**src/hdl/tmrev_defines.vh**
```
`ifndef TMREV_DEFINES_VH
`define TMREV_DEFINES_VH
// ==========================================
// Register byte addresses (index times four)
`define TMREV_IDX_EVENT_CONTROL     8'h06
`define TMREV_IDX_ENCLR      8'h08
`define TMREV_ADDR_EVENT_CONTROL    12'h018
`define TMREV_ADDR_ENCLR     12'h020
`define TMREV_ADDR_ENSET     12'h024
`define TMREV_ADDR_FLAGS     12'h028
`define TMREV_ADDR_MASK      12'h02c
`define TMREV_ADDR_STATUS    12'h030
// ==========================================
// Enable register fields
`define TMREV_EN_WRAP        0
`define TMREV_EN_ERR         1
`define TMREV_EN_CH0         4
`define TMREV_EN_CH1         5
`define TMREV_EN_MASK        8'h33
// ==========================================
// Event control fields
`define TMREV_EV_ACT_LO      0
`define TMREV_EV_ACT_HI      2
`define TMREV_EV_INV         4
`define TMREV_EV_IN_EN       5
`define TMREV_EV_WRAP_OUT    8
`define TMREV_EV_CH0_OUT     12
`define TMREV_EV_CH1_OUT     13
`define TMREV_EV_MASK        16'h3137
// ==========================================
// Reset values
`define TMREV_RST_EVENT_CONTROL     16'h0000
`define TMREV_RST_IRQEN      8'h00
`endif

```
**src/hdl/tmrev_ctrl.v**
```verilog
// Decided for this implementation: register access over APB.
`timescale 1ns/1ps
// Operation
// Writing one to a channel bit in clear register disables that channel interrupt.
// Writing zero to a clear register bit leaves that enable unchanged.
// Writing one to error bit clears error enable; read shows enable.
// Writing one to wrap bit clears wrap enable; reads give enable state.
// Clear and set registers share one set of enable bits.
// Channel event output follows match only while its enable bit is set.
// Wrap event output follows overflow only while its enable bit is set.
// Incoming events accepted only while input enable bit is one.
// Polarity bit one inverts incoming event source before use.
// Three-bit action field selects counter action on an accepted event.
// Irq line high only while source flag and its enable are set; code gates irq by mask_q instead, only timer_irq by the enable.
// Software writes event control only while the counter is disabled.
`include "tmrev_defines.vh"

module tmrev_ctrl #(
  parameter CHANNELS = 2
) (
  input  wire                clk,
  input  wire                reset_n,
  input  wire                clk_en,
  input  wire                psel,
  input  wire                penable,
  input  wire                pwrite,
  input  wire [11:0]         paddr,
  input  wire [31:0]         pwdata,
  output wire                pready,
  output reg  [31:0]         prdata,
  output wire                pslverr,
  input  wire                counter_enabled,
  input  wire [CHANNELS-1:0] chan_match,
  input  wire                wrap,
  input  wire                count_error,
  input  wire                event_in,
  output reg  [CHANNELS-1:0] chan_match_event_out,
  output reg                 wrap_event_out,
  output reg                 event_accepted,
  output wire [2:0]          event_action_select,
  output wire                timer_irq,
  output wire                irq
);

  // ==========================================
  // Bus decode
  wire wr_en = psel & penable & pwrite & clk_en;
  wire sel_event_control = (paddr == `TMREV_ADDR_EVENT_CONTROL);
  wire sel_enclr  = (paddr == `TMREV_ADDR_ENCLR);
  wire sel_enset  = (paddr == `TMREV_ADDR_ENSET);
  wire sel_flags  = (paddr == `TMREV_ADDR_FLAGS);
  wire sel_mask   = (paddr == `TMREV_ADDR_MASK);
  wire sel_status = (paddr == `TMREV_ADDR_STATUS);
  wire mapped = sel_event_control | sel_enclr | sel_enset | sel_flags | sel_mask | sel_status;
  // Zero wait states; unmapped accesses and locked writes flag an error
  assign pready  = 1'b1;
  assign pslverr = psel & penable & (~mapped | (pwrite & sel_event_control & counter_enabled));

  reg [15:0] event_control_reg_q;
  reg [7:0]  irq_en_q;
  reg [7:0]  flag_q;
  reg [7:0]  flag_d;
  reg [7:0]  mask_q;
  reg [1:0]  ev_sync_q;
  reg [31:0] prdata_d;

  // ==========================================
  // Event control register
  // write only when idle
  always @(posedge clk or negedge reset_n) begin
    if (!reset_n) begin
      event_control_reg_q <= `TMREV_RST_EVENT_CONTROL;
    end else if (wr_en && sel_event_control && !counter_enabled) begin
      event_control_reg_q <= pwdata[15:0] & `TMREV_EV_MASK;
    end
  end

  // ==========================================
  // Shared interrupt enables
  // one storage, clear on ones
  always @(posedge clk or negedge reset_n) begin
    if (!reset_n) begin
      irq_en_q <= `TMREV_RST_IRQEN;
    end else if (wr_en && sel_enclr) begin
      irq_en_q <= irq_en_q & ~(pwdata[7:0] & `TMREV_EN_MASK);
    end else if (wr_en && sel_enset) begin
      irq_en_q <= irq_en_q | (pwdata[7:0] & `TMREV_EN_MASK);
    end
  end

  // ==========================================
  // Event input path
  wire ev_in_en  = event_control_reg_q[`TMREV_EV_IN_EN];
  wire ev_invert = event_control_reg_q[`TMREV_EV_INV];
  // Input is asynchronous, so two flops before use
  always @(posedge clk or negedge reset_n) begin
    if (!reset_n) begin
      ev_sync_q <= 2'b00;
    end else if (clk_en) begin
      ev_sync_q <= {ev_sync_q[0], event_in};
    end
  end

  // action field
  assign event_action_select = event_control_reg_q[`TMREV_EV_ACT_HI:`TMREV_EV_ACT_LO];

  // ==========================================
  // Output events
  wire [1:0] ch_out_en = {event_control_reg_q[`TMREV_EV_CH1_OUT],
                          event_control_reg_q[`TMREV_EV_CH0_OUT]};
  genvar g;
  generate
    for (g = 0; g < CHANNELS; g = g + 1) begin : g_chan
      // gated match event
      always @(posedge clk or negedge reset_n) begin
        if (!reset_n) begin
          chan_match_event_out[g] <= 1'b0;
        end else if (clk_en) begin
          chan_match_event_out[g] <= chan_match[g] & ch_out_en[g % 2];
        end
      end
    end
  endgenerate

  always @(posedge clk or negedge reset_n) begin
    if (!reset_n) begin
      wrap_event_out <= 1'b0;
      event_accepted <= 1'b0;
    end else if (clk_en) begin
      // gated wrap event
      wrap_event_out <= wrap & event_control_reg_q[`TMREV_EV_WRAP_OUT];
      // enable then polarity
      event_accepted <= ev_in_en & (ev_sync_q[1] ^ ev_invert);
    end
  end

  // ==========================================
  // Interrupt flags, set wins over clear
  wire [7:0] src = {2'b00, chan_match[1:0], 2'b00, count_error, wrap};
  always @* begin
    flag_d = flag_q;
    if (wr_en && sel_flags) begin
      flag_d = flag_d & ~pwdata[7:0];
    end
    flag_d = (flag_d | src) & `TMREV_EN_MASK;
  end

  always @(posedge clk or negedge reset_n) begin
    if (!reset_n) begin
      flag_q <= 8'h00;
      mask_q <= 8'h00;
    end else if (clk_en) begin
      flag_q <= flag_d;
      if (wr_en && sel_mask) begin
        mask_q <= pwdata[7:0] & `TMREV_EN_MASK;
      end
    end
  end

  // flag and enable on timer_irq; irq is flag and mask
  assign timer_irq = |(flag_q & irq_en_q);
  assign irq       = |(flag_q & mask_q);

  // ==========================================
  // Read data
  // enables read back
  always @* begin
    prdata_d = 32'h0000_0000;
    if (sel_event_control) begin
      prdata_d = {16'h0000, event_control_reg_q};
    end else if (sel_enclr || sel_enset) begin
      prdata_d = {24'h00_0000, irq_en_q};
    end else if (sel_flags) begin
      prdata_d = {24'h00_0000, flag_q};
    end else if (sel_mask) begin
      prdata_d = {24'h00_0000, mask_q};
    end else if (sel_status) begin
      prdata_d = {30'h0, counter_enabled, ev_in_en};
    end
  end

  // Word taken in the setup cycle, so it stands through the access phase
  // A flag set during the access cycle shows on the next read
  always @(posedge clk or negedge reset_n) begin
    if (!reset_n) begin
      prdata <= 32'h0000_0000;
    end else if (clk_en && psel && !penable) begin
      prdata <= prdata_d;
    end
  end

endmodule

```
**config.mk**
```make
export PLATFORM = sky130hd
export DESIGN_NAME = tmrev_ctrl
export DESIGN_NICKNAME = d
export VERILOG_FILES = /design/src/hdl/tmrev_ctrl.v
export VERILOG_INCLUDE_DIRS = /design/src /design/src/hdl
export SDC_FILE = /design/constraint.sdc
export NUM_CORES = 1
export LEC_CHECK = 0
export BUFFER_PORTS_ARGS = -buffer_cell sky130_fd_sc_hd__buf_2
export CAP_MARGIN = 15
export CORE_MARGIN = 2
export CORE_UTILIZATION = 49
export CTS_CLUSTER_SIZE = 16
export DETAILED_ROUTE_END_ITERATION = 10
export PLACE_DENSITY = 0.89
export SYNTH_ARGS = -nofsm -noshare
export SYNTH_HDL_FRONTEND = slang
export SYNTH_SLANG_ARGS = --single-unit
```
**constraint.sdc**
```tcl
create_clock -name clk -period 2.3 [get_ports clk]
set_input_delay 0 -clock clk [delete_from_list [all_inputs] [get_ports clk]]
set_output_delay 0 -clock clk [all_outputs]
set_load 0.05 [all_outputs]
```
==> impl_metrics.csv, run 1 <==
group,metric,value,unit
outcome,status,"finished, final reports clean",
global_routing,grt_overflow,0,
floorplan,die_y,66.5,um
global_routing,grt_pass1_vias,1376,
timing,hold_viol,0,
setup_path,startpoint_type,"input port",
timing,drv_slew,0,
timing,min_period,1.61,ns
hold_path,hold_path_depth,2,
place,preCtsSetupSlack,0.377,ns
clock_tree,numClockSinks,34,
global_routing,grt_pass1_wl,6.31,mm
clock_tree,cts_made_buffers,5,
synthesis,synthTopCellsByCount,"dfrtp_1 (34), buf_4 (28), mux2_2 (14), a22o_1 (8), nand3_1 (8)",
synthesis,synth_seq_cells,34,
clock_tree,cts.htree.levels,2,
route,vias,1440,
place,gp_congestion,0.868,
place,hpwl,2.97,mm
route,drt-initial-drc-count,51,
synthesis,syn_area,1920,um2
floorplan,placementRows,22,
flow_run,maxCapViolCount,0,
clock_tree,cts_tree,"yes",
route,wl_per_cell,14.1,um
clock_tree,cts_max_path_buffers,2,
place,port_buffers,49,
synthesis,async_flop_share,1.00,
route,wl,3.93,mm
synthesis,yosysTopAreaCell,"dfrtp_1",
hold_path,min_to,"event_control_reg_q[0]",
route,ant_nets,0,
global_routing,grt_max_degree,35,
timing,fin_crit_sh,0.699,
setup_path,endpoint_kind,"flip-flop",
floorplan,die_w,66.5,um
floorplan,coreArea,3720,um2
cells_and_area,fill_cells,323,
cells_and_area,fin_util,0.608,
route,drc_errors,0,
hold_path,min_path_type,"input port to flip-flop",
synthesis,syn_avg_cell_area,11.0,um2
timing,clock.fmax,622,MHz
synthesis,netlist.area_leader.share,0.444,
synthesis,synth_most_common_cell,"dfrtp_1",
cells_and_area,nNetsFinal,286,
route,first_pass_iters,4,
place,place_area,2070,um2
synthesis,synth_ff_type,"dfrtp_1",
synthesis,synth_edf_count,0,
floorplan,die-area,4430,um2
floorplan,initial_utilization,0.516,
setup_path,timing.rr.end,"prdata[4]",
global_routing,antenna_found_initial,0,
synthesis,ys_top_cells_by_area,"dfrtp_1 (44%), buf_4 (11%), mux2_2 (8.2%), a22o_1 (3.7%), mux2_4 (3.1%)",
timing,fin_setup_tns,0,ns
cells_and_area,antennaDiodeCount,0,
synthesis,synth_cell_types,38,
timing,finClkSkew,0.00424,ns
pwr,p_per_area,556,nW/um2
hold_path,hp-start,"pwdata[0]",
synthesis,synth_warnings,0,
floorplan,io_pins,99,
setup_path,r2r_setup_slack,0.97,ns
setup_path,r2r-start,"flag_q[4]",
cells_and_area,drive_above_1_share,0.359,
timing,setup_violations,0,
clock_tree,clock_latency,0.29,ns
timing,tightest_slew,0.727,ns
timing,rsz0062_at_grt,"no",
global_routing,track_usage,0.193,
cells_and_area,area_delta_synth_final,18.0,%
pwr,ir_worst_vdd,0.449,mV
clock_tree,clockRootBuffer,"clkbuf_8",
cells_and_area,finish.instance_area,2260,um2
timing,slew_headroom,0.515,
route,viasPerCell,5.16,
setup_path,critPathRequiredTime,2.47,ns
setup_path,worst_ep_arrival_time,1.77,ns
setup_path,ff2ff_path_depth,3,
synthesis,synthCells,175,
setup_path,crit_fanout,6,
timing,fin_ws,0.693,ns
clock_tree,path_clk_slew,0.07,ns
setup_path,critPathKind,"input port to flip-flop",
synthesis,yosysSeqAreaShare,0.444,
pwr,power_leakage,1.17,nW
[cells by family (layout without fill, tap and decap cells)]
kind of cell    after synthesis  after routing  share of synthesized area
other cells                   2             25                    0.00392
mux                          20             20                      0.124
simple gates                 41             41                      0.142
flops                        34             34                      0.444
xor+xnor                      1              1                    0.00457
compound gates               35             35                      0.135
buf+inv                      42             75                      0.146
[report_power, final]
| part | switching, mW | internal [mW] | total, mW |
|---|---|---|---|
| clock network | 0.212 | 0.240 | 0.452 |
| logic | 0.150 | 0.0501 | 0.200 |
| registers | 0.00266 | 0.603 | 0.605 |
[critical path, stage by stage]
cell	delay, ns
buf_2	0.09
or4_4	0.59
nor4_4	0.38
and3_1	0.37
mux2_4	0.33
[metal layers]
| metal | global-route usage | share of wire | vias up |
|---|---|---|---|
| li1 | - | - | 686 |
| met1 | 0.229 | 0.42 | 691 |
| met2 | 0.339 | 0.51 | 55 |
| met3 | 0.0557 | 0.059 | 8 |
| met4 | 0.0510 | 0.0087 | 0 |
| met5 | 0 | 0 | - |
[cell type report]
cell class / instances / area, um2 / area share
Multi-Input combinational cell: 122 / 872 / 0.386
Clock inverter: 2 / 12.5 / 0.00553
Sequential cell: 34 / 851 / 0.376
Tap cell: 48 / 60.1 / 0.0266
Timing Repair Buffer: 61 / 360 / 0.159
Clock buffer: 6 / 82.6 / 0.0365
Inverter: 6 / 22.5 / 0.00996
[timing repair]
item / in CTS / in global routing
buffers inserted: 0 / 0
hold endpoints to repair: 45 / 0
resized for setup: 0 / 0
hold buffers: 10 / 0
[per-stage QoR]
stage	total power [mW]	hold slack (ns)	instances
final	1.26	0.0169	279
after global routing	1.31	0.0137	279
after CTS	1.26	0.00462	279
after detailed placement	0.803	0.0891	261
after global placement	0.801	0.0959	261
after floorplan	0.782	-0.296	198
[how the worst max path moves through the flow]
| stage | from | endpoint | slack [ns] | cells after the start |
|---|---|---|---|---|
| final | paddr[9] | mask_q[0] | 0.69 | 5 |
| after global routing | paddr[9] | mask_q[1] | 0.62 | 5 |
| after CTS | paddr[9] | mask_q[0] | 0.68 | 5 |
| after detailed placement | paddr[9] | mask_q[0] | 0.38 | 5 |
| after global placement | paddr[9] | mask_q[4] | 0.42 | 5 |
| after floorplan | paddr[9] | mask_q[0] | 0.60 | 6 |
[placed cells by master, fill, tap and decap left out, types with 6 or more instances in the layout]
cell and count:
a22o_1 8, inv_1 6, dfrtp_1 34, clkbuf_8 6
dlygate4sd3_1 10, buf_2 49, mux2_2 14, a21oi_1 6
nand2_1 7, conb_1 25, nand3_1 8
(Power assumes the default switching activity.)
==> run 2: changes to the inputs <==
CORE_UTILIZATION = 45   (was 49)
PLACE_DENSITY = 0.83   (was 0.89)
clock period = 1.5 ns   (was 2.3 ns; I/O delays follow)
==> run 2 against run 1 <==
Die area grew 8.3%. Critical path type is now input port to output pin. Final cell count grew 4.7%. Combinational power grew 61%. Sequential power grew 53%. Cell area grew 4.4%. Clock skew grew 0.0034 ns. Highest routed layer unchanged. Sequential share of layout area shrank 1.6 points.
==> impl_metrics.csv, run 2 (same netlist as run 1, synthesis figures left out) <==
group,metric,value,unit
global_routing,grt_util_met1,0.240,
timing,drv_slew,0,
place,hpwl,3.09,mm
route,vias,1491,
clock_tree,cts_made_buffers,5,
global_routing,grt_pass1_vias,1466,
timing,finClkSkew,0.00766,ns
cells_and_area,area_delta_synth_final,23.1,%
pwr,p_clk_frac,0.392,
global_routing,grt_max_degree,35,
timing,slew_headroom,0.505,
global_routing,grt_util_met3,0.0538,
setup_path,timing.rr.end,"prdata[4]",
setup_path,startpoint_type,"input port",
setup_path,worst_ep_arrival_time,1.41,ns
clock_tree,cts_max_path_buffers,2,
clock_tree,cts_tree,"yes",
floorplan,die_w,69.3,um
cells_and_area,nNetsFinal,297,
cells_and_area,fin_util,0.582,
timing,hold_viol,0,
pwr,ir_worst_vdd,0.555,mV
pwr,power,2.06,mW
flow_run,maxCapViolCount,0,
clock_tree,clockRootBuffer,"clkbuf_8",
setup_path,critPathRequiredTime,1.50,ns
timing,min_period,1.41,ns
pwr,p_switching,0.548,mW
global_routing,antenna_found_initial,0,
setup_path,critPathKind,"input port to output pin",
place,port_buffers,49,
clock_tree,path_clk_slew,0.07,ns
route,drc_errors,0,
cells_and_area,final_cell_mix,"buf_2 (49), dfrtp_1 (34), conb_1 (25)",
setup_path,r2r-start,"flag_q[4]",
timing,tightest_slew,0.742,ns
floorplan,die_y,69.3,um
floorplan,initial_utilization,0.472,
hold_path,min_path_type,"input port to flip-flop",
setup_path,cp-endpoint,"pslverr",
global_routing,top_usage_layer,"met2",
pwr,power_leakage,1.23,nW
outcome,status,"finished, final reports clean",
floorplan,placementRows,23,
floorplan,io_pins,99,
route,wl_per_cell,14.2,um
timing,setup_violations,0,
setup_path,ff2ff_path_depth,3,
place,gp_congestion,0.864,
pwr,p_per_area,872,nW/um2
global_routing,grt_overflow,0,
timing,fin_setup_tns,0,ns
route,drt-initial-drc-count,121,
route,wl,4.13,mm
route,ant_nets,0,
timing,rsz0062_at_grt,"no",
floorplan,die-area,4800,um2
cells_and_area,drive_above_1_share,0.384,
timing,fin_crit_sh,0.943,
setup_path,r2r_setup_slack,0.38,ns
clock_tree,clock_latency,0.29,ns
pwr,p_comb_frac,0.157,
cells_and_area,mostFrequentLayoutCell,"buf_2",
global_routing,track_usage,0.186,
clock_tree,cts.htree.levels,2,
place,dp.cells,274,
route,viasPerCell,5.11,
pwr,power.share.sequential,0.451,
timing,clock.fmax,707,MHz
pwr,switching_share,0.266,
cells_and_area,antennaDiodeCount,0,
global_routing,grt_use_met2,0.311,
clock_tree,post_cts_buffers,0,
route,first_pass_iters,4,
clock_tree,numClockSinks,34,
cells_and_area,fin_cells,292,
setup_path,endpoint_kind,"output pin",
global_routing,grt_pass1_wl,7.16,mm
setup_path,crit_fanout,5,
setup_path,crit_path_start,"paddr[9]",
floorplan,coreArea,4060,um2
pwr,internal-power,1.51,mW
[run 2: worst min path at each step]
| stage | startpoint | cells past startpoint | to |
|---|---|---|---|
| 3_3_place_gp | reset_n | 1 | flag_q[1] |
| 6_report | pwdata[5] | 2 | event_control_reg_q[5] |
| 5_1_grt | pwdata[5] | 2 | event_control_reg_q[5] |
| 4_1_cts | pwdata[5] | 2 | event_control_reg_q[5] |
| 2_1_floorplan | reset_n | 0 | asynchronous set/reset pin |
| 3_5_place_dp | reset_n | 1 | mask_q[0] |
[run 2: area by class of cell]
class                           count  area, um2
Tap cell                           50       62.6
Clock buffer                        7       76.3
Multi-Input combinational cell    122        875
Inverter                            6       22.5
Fill cell                         337       1700
Sequential cell                    34        851
Timing Repair Buffer               72        443
Clock inverter                      1       30.0
[run 2: stage by stage]
| step | hold slack, ns | setup WS, ns | area [um2] |
|---|---|---|---|
| global route | 0.00390 | 0.0521 | 2360 |
| floorplan | -0.296 | -0.139 | 2000 |
| finish | 0.0178 | 0.0853 | 2360 |
| global placement | 0.0896 | -0.191 | 2150 |
| detailed placement | 0.101 | -0.234 | 2150 |
| CTS | 0.00428 | 0.0534 | 2360 |
[run 2: critical path: stages]
cell	delay, ns
buf_2	0.10
or4_4	0.59
buf_4	0.17
o311a_2	0.35
buf_2	0.21
[run 2: what timing repair did]
| action | CTS | global route |
|---|---|---|
| hold buffers | 10 | 0 |
| hold endpoints to repair | 46 | 0 |
| setup endpoints to repair | 0 | 2 |
| gates resized for setup | 0 | 2 |
[run 2: power by group through the flow]
stage	Clock, mW	Sequential (mW)	Combinational [mW]
after floorplan	0	0.947	0.252
after global placement	0	0.946	0.299
after detailed placement	0	0.946	0.301
after CTS	0.829	0.928	0.322
after global routing	0.885	0.928	0.346
final	0.806	0.928	0.323
[run 2: layer usage]
metal / vias up / wire length [um]
li1: 709 / -
met1: 733 / 1760
met2: 47 / 2110
met3: 2 / 241
met4: 0 / 16
met5: - / 0
==> run 3: changes to the inputs <==
CORE_UTILIZATION = 41   (was 45)
PLACE_DENSITY = 0.79   (was 0.83)
clock period = 1.28 ns   (was 1.5 ns; I/O delays follow)
==> run 3 against run 2 <==
The flow now finishes with violations (negative setup slack). Die area is 9.2% higher. Register-to-register slack worse by 0.27 ns. Power is 21% higher. Flip-flop and latch count stayed put. Count of clock-buffer cells in the layout is 1 lower. Largest cell class unchanged. Largest power group unchanged.
==> impl_metrics.csv, run 3 (same netlist as run 1, synthesis figures left out) <==
group,metric,value,unit
outcome,status,"finished with violations",
outcome,failed_checks,"negative setup slack",
timing,finClkSkew,0.00410,ns
cells_and_area,fin_cells,303,
global_routing,grt_overflow,0,
cells_and_area,fill_cells,365,
place,preCtsSetupSlack,-0.435,ns
timing,fin_crit_sh,1.05,
cells_and_area,antennaDiodeCount,0,
floorplan,die_w,72.4,um
pwr,p_comb_frac,0.165,
timing,hold_ws,0.0191,ns
timing,setup_violations,8,
global_routing,grt_pass1_wl,6.96,mm
cells_and_area,multiInputGateArea,930,um2
clock_tree,numClockSinks,34,
cells_and_area,mostFrequentLayoutCell,"buf_2",
place,gp_congestion,0.850,
place,port_buffers,49,
clock_tree,cts_tree,"yes",
timing,drv_slew,0,
cells_and_area,nNetsFinal,307,
place,hpwl,3.34,mm
floorplan,coreArea,4410,um2
pwr,power_leakage,1.30,nW
setup_path,path_cells,"buf_6 > or4b_4 > nor4_4 > and3_4 > mux2_4",
route,first_pass_iters,4,
setup_path,worst_ep_arrival_time,1.52,ns
setup_path,critPathRequiredTime,1.45,ns
setup_path,cp_num_cells,5,
cells_and_area,drive_above_1_share,0.454,
timing,rsz0062_at_grt,"yes",
floorplan,die-area,5240,um2
timing,fin_ws,-0.0694,ns
pwr,internal-power,1.83,mW
floorplan,initial_utilization,0.434,
route,wl,4.49,mm
floorplan,die_y,72.4,um
floorplan,placementRows,24,
route,vias,1528,
pwr,switching_share,0.265,
route,drc_errors,0,
setup_path,cpMaxStageDelayCell,"or4b_4",
setup_path,endpoint_kind,"flip-flop",
setup_path,timing.rr.end,"prdata[5]",
setup_path,critPathKind,"input port to flip-flop",
floorplan,io_pins,99,
setup_path,cp_top_family,"simple AND/OR/NAND/NOR gates",
pwr,power.share.sequential,0.437,
pwr,p_switching,0.661,mW
timing,hold_viol,0,
hold_path,hp-start,"pwdata[4]",
pwr,p_clk_frac,0.398,
clock_tree,cts_max_path_buffers,2,
pwr,p_per_area,977,nW/um2
route,drt-initial-drc-count,100,
cells_and_area,final_cell_mix,"buf_2 (44), dfrtp_1 (33), conb_1 (25)",
setup_path,critPathBufInv,1,
setup_path,ff2ff_path_depth,4,
clock_tree,clockRootBuffer,"clkbuf_8",
global_routing,grt_max_degree,35,
timing,min_period,1.35,ns
cells_and_area,finish.instance_area,2550,um2
clock_tree,cts.htree.levels,2,
place,dp.cells,284,
global_routing,antenna_found_initial,0,
route,wl_per_cell,14.8,um
route,viasPerCell,5.04,
flow_run,maxCapViolCount,0,
route,ant_nets,0,
timing,clock.fmax,741,MHz
setup_path,cp-endpoint,"mask_q[1]",
hold_path,min_path_type,"input port to flip-flop",
setup_path,crit_path_start,"paddr[6]",
setup_path,cp_slowest_stage_delay,0.56,ns
setup_path,r2r_setup_slack,0.11,ns
global_routing,track_usage,0.173,
cells_and_area,seq_area,852,um2
place,place_area,2220,um2
pwr,ir_worst_vdd,0.500,mV
setup_path,startpoint_type,"input port",
clock_tree,path_clk_slew,0.06,ns
setup_path,r2r-start,"flag_q[5]",
cells_and_area,area_delta_synth_final,33.0,%
clock_tree,clock_latency,0.28,ns
clock_tree,cts_made_buffers,5,
pwr,power,2.49,mW
setup_path,crit_fanout,4,
global_routing,grt_pass1_vias,1448,
[run 3: changes by cell type in the layout (fill, tap and decap cells not counted), sizes merged]
cell	change
dlygate4sd3	+1
buf	+9
clkbuf	-1
[run 3: worst min path at each step]
| stage | depth (start not counted) | to |
|---|---|---|
| 6_report | 2 | mask_q[4] |
| 3_3_place_gp | 2 | flag_q[1] |
| 2_1_floorplan | 0 | asynchronous set/reset pin |
| 4_1_cts | 2 | mask_q[4] |
| 5_1_grt | 2 | mask_q[1] |
| 3_5_place_dp | 2 | flag_q[1] |
[run 3: power by group through the flow]
| stage | registers (mW) | clock network, mW | logic, mW |
|---|---|---|---|
| after floorplan | 1.11 | 0 | 0.296 |
| after global placement | 1.11 | 0 | 0.366 |
| after detailed placement | 1.11 | 0 | 0.368 |
| after CTS | 1.09 | 1.02 | 0.399 |
| after global routing | 1.09 | 1.06 | 0.436 |
| final | 1.09 | 0.992 | 0.410 |
[run 3: what timing repair did]
item	in CTS	in global routing
setup buffers	0	2
pin swaps	6	6
hold endpoints to repair	47	0
endpoints found under the setup margin	12	23
hold buffers	11	0
gates resized for setup	12	15
[run 3: worst register-to-register path, stage by stage, from the launching register on]
cell and delay (ns):
dfrtp_2 0.44, buf_4 0.14, mux2i_1 0.16, a2111oi_2 0.09
a211o_1 0.22
[run 3: layout make-up]
type,count,area share
multi-input cells,122,0.365
well taps,52,0.0255
repair buffers,82,0.222
clock buffers,6,0.0324
clock inverters,1,0.0118
flip-flops and latches,34,0.334
inverters,6,0.00884
[run 3: metrics by stage]
step,utilization,TNS [ns]
after global placement,0.504,-7.60
after global routing,0.577,-0.780
after CTS,0.563,-0.381
after floorplan,-,-4.00
after detailed placement,0.504,-7.86
final,0.577,-0.395
[run 3: routing by layer]
metal | GRT usage | share of wire
met1 | 0.229 | 0.44
met2 | 0.282 | 0.49
met3 | 0.0375 | 0.052
met4 | 0.0597 | 0.018
met5 | 0 | 0
